--- src/hdl/pcp_pkg.sv ---
// Constants, register map and field positions for the dual port pin controller.
// Assumes a 32-bit APB master and a 20 MHz pclk.
package pcp_pkg;

	// ----------------------------------------------------------------
	// Register byte offsets
	// ----------------------------------------------------------------
	localparam logic [7:0] OFF_P2_DATA  = 8'h00;
	localparam logic [7:0] OFF_P2_DIR   = 8'h04;
	localparam logic [7:0] OFF_P2_PINS  = 8'h08;
	localparam logic [7:0] OFF_P3_MODE  = 8'h0C;
	localparam logic [7:0] OFF_PCFG     = 8'h10;
	localparam logic [7:0] OFF_IRQ_REQ  = 8'h14;
	localparam logic [7:0] OFF_INT_STAT = 8'h18;
	localparam logic [7:0] OFF_INT_MASK = 8'h1C;
	localparam logic [7:0] OFF_P3_DATA  = 8'h20;
	localparam logic [7:0] OFF_P3_PINS  = 8'h24;
	localparam logic [7:0] OFF_SER_CTRL = 8'h28;
	localparam logic [7:0] OFF_SMR      = 8'h2C;

	// ----------------------------------------------------------------
	// Field positions
	// ----------------------------------------------------------------
	localparam int P3M_OPEN_DRAIN = 0;
	localparam int P3M_ANALOG     = 1;
	localparam int PCFG_CMP_OUT   = 0;
	localparam int PCFG_EMI_P2    = 1;
	localparam int PCFG_EMI_P3    = 2;
	localparam int PCFG_EMI_OSC   = 3;
	localparam int IRQ_EDGE_LO    = 6;
	localparam int IRQ_EDGE_HI    = 7;
	localparam int SER_ENABLE     = 0;
	localparam int SER_SLAVE      = 1;
	localparam int SER_TMR_OUT    = 2;
	localparam int SMR_EXT_CLK    = 1;
	localparam int INT_P32        = 0;
	localparam int INT_P33        = 1;
	localparam int INT_P31        = 2;

	// ----------------------------------------------------------------
	// Widths and reset values
	// ----------------------------------------------------------------
	localparam int P2_W  = 8;
	localparam int P3_W  = 3;
	localparam int INT_W = 3;
	localparam logic [7:0]       RST_BYTE = 8'h00;
	localparam logic [P3_W-1:0]  RST_P3   = 3'h0;
	localparam logic [INT_W-1:0] RST_INT  = 3'h0;

	// Edge selection held in interrupt_request_reg bits 7:6
	typedef enum logic [1:0] {
		PCP_EDGE_FALL = 2'h0,
		PCP_EDGE_RISE = 2'h1,
		PCP_EDGE_BOTH = 2'h2,
		PCP_EDGE_ANY  = 2'h3
	} pcp_edge_t;

endpackage

--- src/hdl/pcp_evt_if.sv ---
// Interface carrying one sampled line and its edge pulses.
// Assumes the edge detector and its user share pclk.
`timescale 1ns/10ps
`default_nettype none
interface pcp_evt_if;
	logic lvl;
	logic rise;
	logic fall;
	modport det (input lvl, output rise, output fall);
	modport usr (output lvl, input rise, input fall);
endinterface
`default_nettype wire

--- src/hdl/pcp_keeper.sv ---
// Keeper latches holding the last driven level of undriven inputs.
// Assumes pin levels are synchronous to pclk.
`timescale 1ns/10ps
`default_nettype none
module pcp_keeper #(
	parameter int W = 8
) (
	input  wire logic         pclk,
	input  wire logic         presetn,
	input  wire logic [W-1:0] pin,
	input  wire logic [W-1:0] driven,
	output var  logic [W-1:0] held_r
);
	// ----------------------------------------------------------------
	// Hold last driven level per line
	// ----------------------------------------------------------------
	always_ff @(posedge pclk or negedge presetn) begin
		if (!presetn) begin
			held_r <= '0;
		end else begin
			for (int i = 0; i < W; i++) begin
				if (driven[i]) begin
					held_r[i] <= pin[i];
				end
			end
		end
	end
endmodule
`default_nettype wire

--- src/hdl/pcp_edge.sv ---
// Edge detector for one interrupt line.
// Assumes the level is already synchronous to pclk.
`timescale 1ns/10ps
`default_nettype none
module pcp_edge (
	input  wire logic pclk,
	input  wire logic presetn,
	pcp_evt_if.det    ev
);
	logic prev_r;

	// ----------------------------------------------------------------
	// Previous level
	// ----------------------------------------------------------------
	always_ff @(posedge pclk or negedge presetn) begin
		if (!presetn) begin
			prev_r <= 1'b0;
		end else begin
			prev_r <= ev.lvl;
		end
	end

	assign ev.rise = ev.lvl & ~prev_r;
	assign ev.fall = ~ev.lvl & prev_r;
endmodule
`default_nettype wire

--- src/hdl/pcp_top.sv ---
// Pin control for an 8-line bidirectional port and a 6-line fixed port.
// Assumes an APB master on pclk, external comparators and a serial block.
//
// How it works
// - Each port 2 line has its own direction bit, output or input.
// - One global bit makes all port 2 outputs push-pull or open-drain.
// - Undriven inputs keep a held level, except the three port 3 inputs.
// - Serial enabled: port 2 bit 0 is data in, bit 7 data out.
// - Port 3 has three fixed inputs without keepers, three push-pull outputs.
// - Analog mode: bits 1,2 feed comparators, bit 3 is the reference.
// - Port 3 bits 1,2 interrupt on falling, rising or both edges.
// - Port 3 bit 3 interrupts on falling edge only, digital mode only.
// - Bits 1,2 interrupt in both modes; bit 1 also feeds the timer.
// - Config bit D0 set routes comparator outputs to port 3 bits 4,5.
// - Timer 1 takes input from port 3 bit 1, outputs on bit 6.
// - Serial enabled: bit 4 is serial clock, bit 5 slave select when slave.
// - Low emission selectable for oscillator and each port separately.
//
// The implementer's own choices: the register addresses and the APB interface to the registers.
`timescale 1ns/10ps
`default_nettype none
module pcp_top (
	input  wire logic        pclk,
	input  wire logic        presetn,
	input  wire logic        psel,
	input  wire logic        penable,
	input  wire logic        pwrite,
	input  wire logic [31:0] paddr,
	input  wire logic [31:0] pwdata,
	output var  logic [31:0] prdata,
	output logic             pready,
	output logic             pslverr,
	input  wire logic [7:0]  p2_in,
	input  wire logic [7:0]  p2_ext_drv,
	output var  logic [7:0]  p2_out,
	output var  logic [7:0]  p2_oe_n,
	input  wire logic [2:0]  p3_in,
	input  wire logic        p3_bit4_in,
	input  wire logic        p3_bit5_in,
	output var  logic [2:0]  p3_out,
	output var  logic [1:0]  p3_oe_n,
	input  wire logic [1:0]  cmp_out,
	output logic             cmp_enable,
	input  wire logic        serial_data_out,
	input  wire logic        serial_clock_out,
	output var  logic        serial_data_in,
	output var  logic        serial_clock_in,
	output var  logic        slave_select,
	output logic             serial_enable,
	output logic             serial_slave,
	input  wire logic        timer_output_pin,
	output logic             timer_input_pin,
	output logic             ext_falling_int_1,
	output logic             low_emi_port2,
	output logic             low_emi_port3,
	output logic             low_emi_osc,
	output logic             ext_clock_sel,
	output logic             irq
);
	// ----------------------------------------------------------------
	// Registers
	// ----------------------------------------------------------------
	logic [7:0]              p2_data_r;
	logic [7:0]              p2_dir_r;
	logic [7:0]              p3_mode_r;
	logic [7:0]              pcfg_r;
	logic [7:0]              irq_req_r;
	logic [7:0]              ser_ctrl_r;
	logic [7:0]              smr_r;
	logic [pcp_pkg::P3_W-1:0]  p3_data_r;
	logic [pcp_pkg::INT_W-1:0] int_stat_r;
	logic [pcp_pkg::INT_W-1:0] int_stat_nxt;
	logic [pcp_pkg::INT_W-1:0] int_mask_r;
	logic [pcp_pkg::P3_W-1:0]  p3_smp_r;
	logic [7:0]              p2_held;
	logic [7:0]              p2_pin_val;
	logic [7:0]              p2_drv_mine;
	logic [7:0]              rd_val;
	logic                    rd_ok;
	logic                    wr_en;
	logic                    setup;
	logic                    analog;
	logic                    open_drain;
	logic                    ser_en;
	logic                    ser_slv;
	logic [1:0]              edge_sel;
	logic [2:0]              evt;
	logic [7:0]              p2_out_nxt;
	logic [7:0]              p2_oe_n_nxt;
	logic [2:0]              p3_out_nxt;
	logic [1:0]              p3_oe_n_nxt;

	pcp_evt_if ev31 ();
	pcp_evt_if ev32 ();
	pcp_evt_if ev33 ();

	assign setup      = psel & ~penable;
	assign wr_en      = psel & penable & pwrite;
	assign analog     = p3_mode_r[pcp_pkg::P3M_ANALOG];
	assign open_drain = p3_mode_r[pcp_pkg::P3M_OPEN_DRAIN];
	assign ser_en     = ser_ctrl_r[pcp_pkg::SER_ENABLE];
	assign ser_slv    = ser_ctrl_r[pcp_pkg::SER_SLAVE];
	assign edge_sel   = irq_req_r[pcp_pkg::IRQ_EDGE_HI:pcp_pkg::IRQ_EDGE_LO];

	// ----------------------------------------------------------------
	// APB slave
	// ----------------------------------------------------------------
	assign pready  = 1'b1;
	assign pslverr = psel & penable & ~rd_ok;

	always_comb begin
		rd_ok  = 1'b1;
		rd_val = pcp_pkg::RST_BYTE;
		case (paddr[7:0])
			pcp_pkg::OFF_P2_DATA:  rd_val = p2_data_r;
			pcp_pkg::OFF_P2_DIR:   rd_val = p2_dir_r;
			pcp_pkg::OFF_P2_PINS:  rd_val = p2_held;
			pcp_pkg::OFF_P3_MODE:  rd_val = p3_mode_r;
			pcp_pkg::OFF_PCFG:     rd_val = pcfg_r;
			pcp_pkg::OFF_IRQ_REQ:  rd_val = irq_req_r;
			pcp_pkg::OFF_INT_STAT: rd_val = {5'h00, int_stat_r};
			pcp_pkg::OFF_INT_MASK: rd_val = {5'h00, int_mask_r};
			pcp_pkg::OFF_P3_DATA:  rd_val = {5'h00, p3_data_r};
			pcp_pkg::OFF_P3_PINS:  rd_val = {4'h0, p2_pin_val[0] & 1'b0, p3_smp_r[2] & ~analog, p3_smp_r[1:0]};
			pcp_pkg::OFF_SER_CTRL: rd_val = ser_ctrl_r;
			pcp_pkg::OFF_SMR:      rd_val = smr_r;
			default:               rd_ok  = 1'b0;
		endcase
		if (paddr[31:8] != 24'h000000) begin
			rd_ok = 1'b0;
		end
	end

	// Read data captured in the setup cycle, valid through the access cycle
	always_ff @(posedge pclk or negedge presetn) begin
		if (!presetn) begin
			prdata <= 32'h00000000;
		end else if (setup && !pwrite) begin
			prdata <= {24'h000000, rd_ok ? rd_val : pcp_pkg::RST_BYTE};
		end
	end

	// ----------------------------------------------------------------
	// Control registers
	// ----------------------------------------------------------------
	always_ff @(posedge pclk or negedge presetn) begin
		if (!presetn) begin
			p2_data_r  <= pcp_pkg::RST_BYTE;
			p2_dir_r   <= pcp_pkg::RST_BYTE;
			p3_mode_r  <= pcp_pkg::RST_BYTE;
			pcfg_r     <= pcp_pkg::RST_BYTE;
			irq_req_r  <= pcp_pkg::RST_BYTE;
			ser_ctrl_r <= pcp_pkg::RST_BYTE;
			smr_r      <= pcp_pkg::RST_BYTE;
			p3_data_r  <= pcp_pkg::RST_P3;
			int_mask_r <= pcp_pkg::RST_INT;
		end else if (wr_en && rd_ok) begin
			case (paddr[7:0])
				pcp_pkg::OFF_P2_DATA:  p2_data_r  <= pwdata[7:0];
				pcp_pkg::OFF_P2_DIR:   p2_dir_r   <= pwdata[7:0];
				pcp_pkg::OFF_P3_MODE:  p3_mode_r  <= pwdata[7:0];
				pcp_pkg::OFF_PCFG:     pcfg_r     <= pwdata[7:0];
				pcp_pkg::OFF_IRQ_REQ:  irq_req_r  <= pwdata[7:0];
				pcp_pkg::OFF_INT_MASK: int_mask_r <= pwdata[pcp_pkg::INT_W-1:0];
				pcp_pkg::OFF_P3_DATA:  p3_data_r  <= pwdata[pcp_pkg::P3_W-1:0];
				pcp_pkg::OFF_SER_CTRL: ser_ctrl_r <= pwdata[7:0];
				pcp_pkg::OFF_SMR:      smr_r      <= pwdata[7:0];
				default:               p2_data_r  <= p2_data_r;
			endcase
		end
	end

	// ----------------------------------------------------------------
	// Low emission and clock selects
	// ----------------------------------------------------------------
	assign low_emi_port2 = pcfg_r[pcp_pkg::PCFG_EMI_P2];
	assign low_emi_port3 = pcfg_r[pcp_pkg::PCFG_EMI_P3];
	assign low_emi_osc   = pcfg_r[pcp_pkg::PCFG_EMI_OSC];
	assign ext_clock_sel = smr_r[pcp_pkg::SMR_EXT_CLK];

	// ----------------------------------------------------------------
	// Port 2 pins
	// ----------------------------------------------------------------
	always_comb begin
		for (int i = 0; i < pcp_pkg::P2_W; i++) begin
			p2_out_nxt[i]  = p2_data_r[i];
			p2_drv_mine[i] = p2_dir_r[i] & ~(open_drain & p2_data_r[i]);
		end
		if (ser_en) begin
			p2_drv_mine[0] = 1'b0;
			p2_out_nxt[7]  = serial_data_out;
			p2_drv_mine[7] = ~(open_drain & serial_data_out);
		end
		p2_oe_n_nxt = ~p2_drv_mine;
		p2_pin_val  = (p2_drv_mine & p2_out_nxt) | (~p2_drv_mine & p2_in);
	end

	always_ff @(posedge pclk or negedge presetn) begin
		if (!presetn) begin
			p2_out  <= pcp_pkg::RST_BYTE;
			p2_oe_n <= 8'hFF;
		end else begin
			p2_out  <= p2_out_nxt;
			p2_oe_n <= p2_oe_n_nxt;
		end
	end

	pcp_keeper #(
		.W (pcp_pkg::P2_W)
	) u_keep (
		.pclk    (pclk),
		.presetn (presetn),
		.pin     (p2_pin_val),
		.driven  (p2_ext_drv | p2_drv_mine),
		.held_r  (p2_held)
	);

	// ----------------------------------------------------------------
	// Port 3 inputs and comparators
	// ----------------------------------------------------------------
	assign cmp_enable = analog;

	// Plain CMOS inputs, no keeper; analog mode uses comparator results
	always_ff @(posedge pclk or negedge presetn) begin
		if (!presetn) begin
			p3_smp_r <= pcp_pkg::RST_P3;
		end else begin
			p3_smp_r[0] <= analog ? cmp_out[0] : p3_in[0];
			p3_smp_r[1] <= analog ? cmp_out[1] : p3_in[1];
			p3_smp_r[2] <= p3_in[2];
		end
	end

	assign timer_input_pin   = p3_smp_r[0];
	assign ev31.lvl          = p3_smp_r[0];
	assign ev32.lvl          = p3_smp_r[1];
	assign ev33.lvl          = p3_smp_r[2];

	pcp_edge u_e31 (.pclk (pclk), .presetn (presetn), .ev (ev31));
	pcp_edge u_e32 (.pclk (pclk), .presetn (presetn), .ev (ev32));
	pcp_edge u_e33 (.pclk (pclk), .presetn (presetn), .ev (ev33));

	// ----------------------------------------------------------------
	// Interrupt events
	// ----------------------------------------------------------------
	always_comb begin
		case (pcp_pkg::pcp_edge_t'(edge_sel))
			pcp_pkg::PCP_EDGE_FALL: begin
				evt[pcp_pkg::INT_P31] = ev31.fall;
				evt[pcp_pkg::INT_P32] = ev32.fall;
			end
			pcp_pkg::PCP_EDGE_RISE: begin
				evt[pcp_pkg::INT_P31] = ev31.rise;
				evt[pcp_pkg::INT_P32] = ev32.rise;
			end
			default: begin
				evt[pcp_pkg::INT_P31] = ev31.rise | ev31.fall;
				evt[pcp_pkg::INT_P32] = ev32.rise | ev32.fall;
			end
		endcase
		evt[pcp_pkg::INT_P33] = ev33.fall & ~analog;
	end

	assign ext_falling_int_1 = evt[pcp_pkg::INT_P33];

	// Set wins over a same-cycle write-one clear
	always_comb begin
		int_stat_nxt = int_stat_r;
		if (wr_en && paddr == {24'h000000, pcp_pkg::OFF_INT_STAT}) begin
			int_stat_nxt = int_stat_r & ~pwdata[pcp_pkg::INT_W-1:0];
		end
		int_stat_nxt = int_stat_nxt | evt;
	end

	always_ff @(posedge pclk or negedge presetn) begin
		if (!presetn) begin
			int_stat_r <= pcp_pkg::RST_INT;
		end else begin
			int_stat_r <= int_stat_nxt;
		end
	end

	assign irq = |(int_stat_r & int_mask_r);

	// ----------------------------------------------------------------
	// Port 3 outputs and serial takeover
	// ----------------------------------------------------------------
	assign serial_enable = ser_en;
	assign serial_slave  = ser_slv;

	always_comb begin
		p3_oe_n_nxt = 2'h0;
		p3_out_nxt  = p3_data_r;
		if (pcfg_r[pcp_pkg::PCFG_CMP_OUT]) begin
			p3_out_nxt[1:0] = cmp_out;
		end
		if (ser_en) begin
			p3_out_nxt[0]  = serial_clock_out;
			p3_oe_n_nxt[0] = ser_slv;
			p3_oe_n_nxt[1] = ser_slv;
		end
		if (ser_ctrl_r[pcp_pkg::SER_TMR_OUT]) begin
			p3_out_nxt[2] = timer_output_pin;
		end
	end

	always_ff @(posedge pclk or negedge presetn) begin
		if (!presetn) begin
			p3_out          <= pcp_pkg::RST_P3;
			p3_oe_n         <= 2'h0;
			serial_data_in  <= 1'b0;
			serial_clock_in <= 1'b0;
			slave_select    <= 1'b1;
		end else begin
			p3_out          <= p3_out_nxt;
			p3_oe_n         <= p3_oe_n_nxt;
			serial_data_in  <= ser_en ? p2_held[0] : 1'b0;
			serial_clock_in <= (ser_en & ser_slv) ? p3_bit4_in : 1'b0;
			slave_select    <= (ser_en & ser_slv) ? p3_bit5_in : 1'b1;
		end
	end
endmodule
`default_nettype wire

--- config.mk ---
export PLATFORM = sky130hd
export DESIGN_NAME = pcp_top
export DESIGN_NICKNAME = d
export VERILOG_FILES = /design/src/hdl/pcp_pkg.sv /design/src/hdl/pcp_evt_if.sv /design/src/hdl/pcp_keeper.sv /design/src/hdl/pcp_edge.sv /design/src/hdl/pcp_top.sv
export SDC_FILE = /design/constraint.sdc
export NUM_CORES = 1
export LEC_CHECK = 0
export BUFFER_PORTS_ARGS = -buffer_cell sky130_fd_sc_hd__buf_2
export CORE_UTILIZATION = 55
export CTS_CLUSTER_DIAMETER = 50
export DETAILED_ROUTE_END_ITERATION = 7
export GPL_TIMING_DRIVEN = 0
export PLACE_DENSITY = 0.88
export SLEW_MARGIN = 20
export SYNTH_ARGS = -nofsm -noshare
export SYNTH_HDL_FRONTEND = slang
export SYNTH_SLANG_ARGS = --single-unit
--- constraint.sdc ---
create_clock -name pclk -period 2.75 [get_ports pclk]
set_clock_uncertainty 0.05 [all_clocks]
set_input_delay 0.275 -clock pclk [delete_from_list [all_inputs] [get_ports pclk]]
set_output_delay 0.275 -clock pclk [all_outputs]
set_load 0.02 [all_outputs]
==> results.cfg, run 1 <==
[die]
core-area_um2 = 9200
rows = 35
die_h_um = 99.0
initial_utilization_pct = 56.3
io-pin-count = 163
die_w_um = 99.0
die-area_um2 = 9810

[cells_and_area]
num-nets-final = 674
drive_gt1_share_pct = 42.1
finish.instance_area_um2 = 6200
multiInputGateArea_um2 = 2200
n_antenna_cell = 0
area_taken_by_flip_flops_and_latches_um2 = 2760
finish.cell_count_without_fillers = 690
fillCellCount = 710
postLayoutCoreUtil_pct = 67.4
area.growth.synth_to_final_pct = 19.6

[clocking]
cts_max_level = 3
post_cts.repair.setup_buffers = 0
clk_root_buffer_cell = clkbuf_8
cts-resized-gates = 0
clk_latency_ns = 0.37
cts_buffers = 9
cts_hold_buf = 2
clock_sinks = 110
tritoncts = yes
clockBufferDepth = 2
worst_setup_hold_path_clk_slew_ns = 0.11

[sta]
finalCriticalPeriod_ns = 2.47
worst-slew-pin-transition_ns = 1.04
grt_setup_unrepaired = no
finalSetupViolations = 0
worst_slew_margin_rel_pct = 29.4
setup_tns_ns = 0
finalHoldViolations = 0
post-route-period-util_pct = 90.0
finalHoldWorstSlack_ns = 0.0333
report.final.slew_viol_count = 0
max_clock_freq_mhz = 404

[grt]
globalRoute.busiestLayer = met2
antenna_found_initial = 0
met1_usage_pct = 39.5
gr-usage-all-layers_pct = 29.2
wire_length_of_the_first_global_routing_pass_mm = 21.3
groute.layer.met2.usage_pct = 48.6
grt_max_degree = 59
global_route_met3_utilization_pct = 5.18
grt_remaining_overflow = 0
vias_in_the_first_global_route = 4016

[drt]
post-route-drc-count = 0
drt_iter0_markers = 323
number_of_iterations_in_the_first_detailed_routing_pass = 5
wl_per_cell_um = 19.7
drt-total-wl_mm = 13.6
detail_route.vias_per_cell = 5.78
detail-route-antenna-nets = 0
via_count = 3985

[logic_synthesis]
asyncSetResetFlopFracSynth_pct = 100
synthDistinctLibCells = 48
synth-edff-count = 0
synthesis.area_um2 = 5180
post_synth_most_frequent_cells = dfrtp_1 (101), mux2_2 (68), nand2_1 (28)
seq_area_frac_synth_pct = 53.4
synth_largest_area_cell = dfrtp_1
post_synth_main_area_contributors = dfrtp_1 (49%), mux2_2 (15%), dfstp_2 (4.6%)
synth_largest_type_area_fraction_pct = 48.8
yosys_register_bits = 110
synth.most_common_cell = dfrtp_1
syn-instance-count = 429
synth_flop_cell = dfrtp_1
synthesis.area_per_instance_um2 = 12.1
yosysWarningCount = 0

[placed_design]
place.detailed.instances = 673
placed_area_um2 = 5990
port_buffers = 108
routabilityCongestion = 0.946
dpl.hpwl_mm = 10.1

[pwr]
seq_pwr_share_pct = 58.3
pwr-share-clk_pct = 32.0
cellLeakagePower_nw = 3.10
ir_worst_vdd_v = 0.000291
p_sw_mw = 0.739
swShare_pct = 26.2
p_int_mw = 2.08
comb_power_share_pct = 9.7
power.density_cell_area_nw_per_um2 = 455

[worst_setup_path]
cp.required_ns = 2.96
startpoint_of_the_worst_slack_reg_to_reg_timing_path = p2_data_r[5]
setup.worst_path.start_class = input pin
crit_path_start = paddr[3]
setup.reg_to_reg.worst_slack_ns = 0.98
timing_worst_setup_path_type = input pin to flop
worstRegToRegCells = 5
worst_ep_arrival_time_ns = 2.68
worst_setup_path_endpoint = ser_ctrl_r[7]
path_max_fanout = 8
cp-end-kind = flop
critical_path.reg2reg.endpoint = prdata[5]

[outcome]
outcome = complete, no violations

[min_path]
hold_path_class = input pin to flop

[run]
max_cap_viol_count = 0
[power groups by stage]
stage                     sequential (mW)  combinational (mW)  clock [mW]
after floorplan                      1.67               0.137           0
after global placement               1.68               0.255           0
after detailed placement             1.68               0.268           0
after CTS                            1.64               0.271       0.921
after global routing                 1.65               0.299       0.993
final                                1.65               0.273       0.903
[critical path, stage by stage]
cell and delay (ns):
buf_2 0.26, nor3b_1 0.75, nand2_1 0.38, nor3b_4 0.60
mux2_2 0.41
[registers in the layout (all words and copies together) (netlist names), 3 cells and up]
name	count
p3_data_r	3
p2_dir_r	8
u_keep.held_r	8
int_mask_r	3
pcfg_r	8
p3_smp_r	3
int_stat_r	3
irq_req_r	8
p3_mode_r	8
p2_out	8
ser_ctrl_r	8
p3_out	3
prdata	8
p2_oe_n	8
p2_data_r	8
smr_r	8
[layout by cell type (no fill, tap or decap), drive strengths merged, types with 5 or more instances in the layout]
| master | count |
|---|---|
| o21ai | 21 |
| mux2 | 70 |
| a21oi | 13 |
| buf | 146 |
| conb | 25 |
| nor2 | 11 |
| dfstp | 9 |
| clkbuf | 18 |
| inv | 15 |
| nor2b | 8 |
| nor4 | 9 |
| nand2 | 28 |
| nand3 | 11 |
| mux4 | 5 |
| a22oi | 7 |
| mux2i | 11 |
| and3 | 6 |
| dfrtp | 101 |
| a221oi | 7 |
| a21o | 5 |
[kinds of logic after synthesis]
kind of cell             synth area share (%)
AND/OR/NAND/NOR                          10.5
adder cells (fa/ha/maj)                 0.966
multiplexers                             19.5
AO/OA/AOI/OAI                            9.37
other                                   0.145
buffers and inverters                    6.14
flip-flops                               53.4
[routing by layer]
metal | vias to the layer above | share of wire, %
met1 | 1974 | 42
li1 | 1802 | -
met4 | 0 | 1.7
met3 | 22 | 6.4
met2 | 187 | 49
met5 | - | 0
[how the worst min path moves through the flow]
stage                     startpoint             to  slack [ns]  depth (start not counted)
final                     p3_bit5_in   slave_select        0.03                          2
after global routing      p3_bit5_in   slave_select        0.04                          2
after CTS                 p3_bit5_in   slave_select        0.03                          2
after detailed placement     presetn      p3_out[0]        0.21                          1
after global placement      p3_in[2]    p3_smp_r[2]        0.34                          1
after floorplan              presetn  int_mask_r[0]       -0.07                          0
[stage by stage]
step | setup WS [ns] | power (mW)
floorplan | 0.741 | 1.81
global placement | -0.335 | 1.93
detailed placement | -0.0488 | 1.94
CTS | 0.345 | 2.84
global route | 0.197 | 2.94
finish | 0.275 | 2.82
[area by class of cell]
cell class	count	area share (%)
plain buffers	45	4.40
clock buffers	9	2.00
clock inverters	6	0.868
inverters	12	0.727
multi-input cells	285	35.5
flip-flops and latches	110	44.6
well taps	111	2.24
repair buffers	112	9.67
(Power assumes the default switching activity.)
==> inputs of run 2 (changes only) <==
--- a/config.mk
+++ b/config.mk
@@ -6,11 +6,11 @@
 export NUM_CORES = 1
 export LEC_CHECK = 0
 export BUFFER_PORTS_ARGS = -buffer_cell sky130_fd_sc_hd__buf_2
-export CORE_UTILIZATION = 55
+export CORE_UTILIZATION = 51
 export CTS_CLUSTER_DIAMETER = 50
 export DETAILED_ROUTE_END_ITERATION = 7
 export GPL_TIMING_DRIVEN = 0
-export PLACE_DENSITY = 0.88
+export PLACE_DENSITY = 0.83
 export SLEW_MARGIN = 20
 export SYNTH_ARGS = -nofsm -noshare
 export SYNTH_HDL_FRONTEND = slang
==> constraint.sdc (replaced) <==
create_clock -name pclk -period 2.8 [get_ports pclk]
set_clock_uncertainty 0.05 [all_clocks]
set_input_delay 0.28 -clock pclk [delete_from_list [all_inputs] [get_ports pclk]]
set_output_delay 0.28 -clock pclk [all_outputs]
set_load 0.02 [all_outputs]
==> results.cfg, run 2 (synthesis results as in run 1) <==
[outcome]
outcome = complete, no violations

[pwr]
pwr-share-clk_pct = 32.8
seq_pwr_share_pct = 57.8
power.density_cell_area_nw_per_um2 = 449
p_int_mw = 2.05
comb_power_share_pct = 9.5
p_sw_mw = 0.745
swShare_pct = 26.6
post-layout-total-power_mw = 2.80
ir_worst_vdd_v = 0.000345
cellLeakagePower_nw = 3.10

[sta]
finalHoldViolations = 0
worst_slew_margin_rel_pct = 30.6
report.final.slew_viol_count = 0
finalHoldWorstSlack_ns = 0.0339
post-route-period-util_pct = 88.3
grt_setup_unrepaired = no
max_clock_freq_mhz = 405
finalCriticalPeriod_ns = 2.47
finalSetupViolations = 0
finalWorstSetupSlack_ns = 0.329
worst-slew-pin-transition_ns = 1.03

[worst_setup_path]
setup.worst_path.start_class = input pin
cp-end-kind = flop
cp.required_ns = 3.02
timing_worst_setup_path_type = input pin to flop
path_max_fanout = 10
worst_ep_arrival_time_ns = 2.69

[cells_and_area]
finish.cell_count_without_fillers = 712
area.growth.synth_to_final_pct = 20.3
most_common_library_cell_in_the_layout_ignoring_fill_and_taps = buf_2
fillCellCount = 795
n_antenna_cell = 0
layout_common_cells = buf_2 (112), dfrtp_1 (101), mux2_2 (68)
postLayoutCoreUtil_pct = 63.4
num-nets-final = 673
drive_gt1_share_pct = 42.3

[die]
die_w_um = 103
die_h_um = 103
die-area_um2 = 10600
initial_utilization_pct = 52.8
io-pin-count = 163
core-area_um2 = 9820
rows = 36

[clocking]
cts_buffers = 9
cts-resized-gates = 0
clock_sinks = 110
worst_setup_hold_path_clk_slew_ns = 0.11
clockBufferDepth = 2
tritoncts = yes
clk_latency_ns = 0.38
clk_root_buffer_cell = clkbuf_8
cts_max_level = 3
post_cts.repair.setup_buffers = 0

[placed_design]
routabilityCongestion = 0.899
place.detailed.instances = 694
port_buffers = 108
dpl.hpwl_mm = 9.91
detailedPlace.worstSlack_ns = -0.0215

[drt]
detail_route.vias_per_cell = 5.58
drt-total-wl_mm = 13.3
post-route-drc-count = 0
detail-route-antenna-nets = 0
via_count = 3974
wl_per_cell_um = 18.7
drt_iter0_markers = 215
number_of_iterations_in_the_first_detailed_routing_pass = 5

[grt]
wire_length_of_the_first_global_routing_pass_mm = 20.4
gr-usage-all-layers_pct = 26.7
antenna_found_initial = 0
global_route_met3_utilization_pct = 3.25
groute.layer.met2.usage_pct = 42.6
grt_max_degree = 63
grt_remaining_overflow = 0
met1_usage_pct = 38.1
vias_in_the_first_global_route = 3838
globalRoute.busiestLayer = met2

[min_path]
hold_path_class = input pin to flop

[run]
max_cap_viol_count = 0
run 2: cell types whose count changed in the layout (fill, tap and decap cells not counted), sizes merged:
cell	delta
buf	-1
clkinv	+1
run 2: layout make-up:
| cell class | count | area [µm²] | area share, % |
|---|---|---|---|
| tap | 133 | 166 | 2.67 |
| inverter | 12 | 45.0 | 0.723 |
| clock buffer | 9 | 124 | 1.99 |
| timing repair buffer | 111 | 594 | 9.54 |
| sequential | 110 | 2760 | 44.4 |
| clock inverter | 7 | 66.3 | 1.06 |
| buffer | 45 | 273 | 4.38 |
| multi-input combinational | 285 | 2200 | 35.3 |
run 2: repair_timing:
item                                   CTS  global route
endpoints found under the hold margin   47             0
hold buffers                             2             0
setup endpoints to repair                0             0
run 2: path summary, 6_finish.rpt:
path                         startpoint      endpoint  slack (ns)  cells past startpoint
setup / recovery               paddr[4]   p2_dir_r[6]        0.33                      5
hold / removal               p3_bit5_in  slave_select        0.03                      2
setup reg to reg           p2_data_r[3]     prdata[3]        1.07                      5
hold reg to reg            p2_data_r[2]     p2_out[2]        0.39                      0
max in group asynchronous       presetn    p2_oe_n[5]        1.65                      3
min in group asynchronous       presetn  irq_req_r[0]        0.37                      2
run 2: power by group through the flow:
stage / Combinational [mW] / Clock, mW / Sequential [mW]
3_5_place_dp: 0.261 / 0 / 1.65
6_report: 0.265 / 0.917 / 1.62
3_3_place_gp: 0.250 / 0 / 1.65
4_1_cts: 0.264 / 0.928 / 1.62
2_1_floorplan: 0.135 / 0 / 1.64
5_1_grt: 0.297 / 0.986 / 1.62
run 2: through the flow:
| step | instance area (µm²) | setup TNS [ns] |
|---|---|---|
| after floorplan | 5270 | 0 |
| after global placement | 5970 | -0.792 |
| after detailed placement | 6010 | -0.135 |
| after CTS | 6220 | 0 |
| after global routing | 6230 | 0 |
| final | 6230 | 0 |
run 2: critical path: stages:
cell,delay [ns]
buf_2,0.17
nor4_1,0.68
clkbuf_1,0.50
nand3_1,0.59
mux2_2,0.46
run 2: layer usage:
| metal | routed length (µm) | share of wire [%] | up-vias |
|---|---|---|---|
| met2 | 6340 | 48 | 178 |
| met3 | 836 | 6.3 | 21 |
| met4 | 235 | 1.8 | 0 |
| met5 | 0 | 0 | - |
| li1 | - | - | 1791 |
| met1 | 5880 | 44 | 1984 |
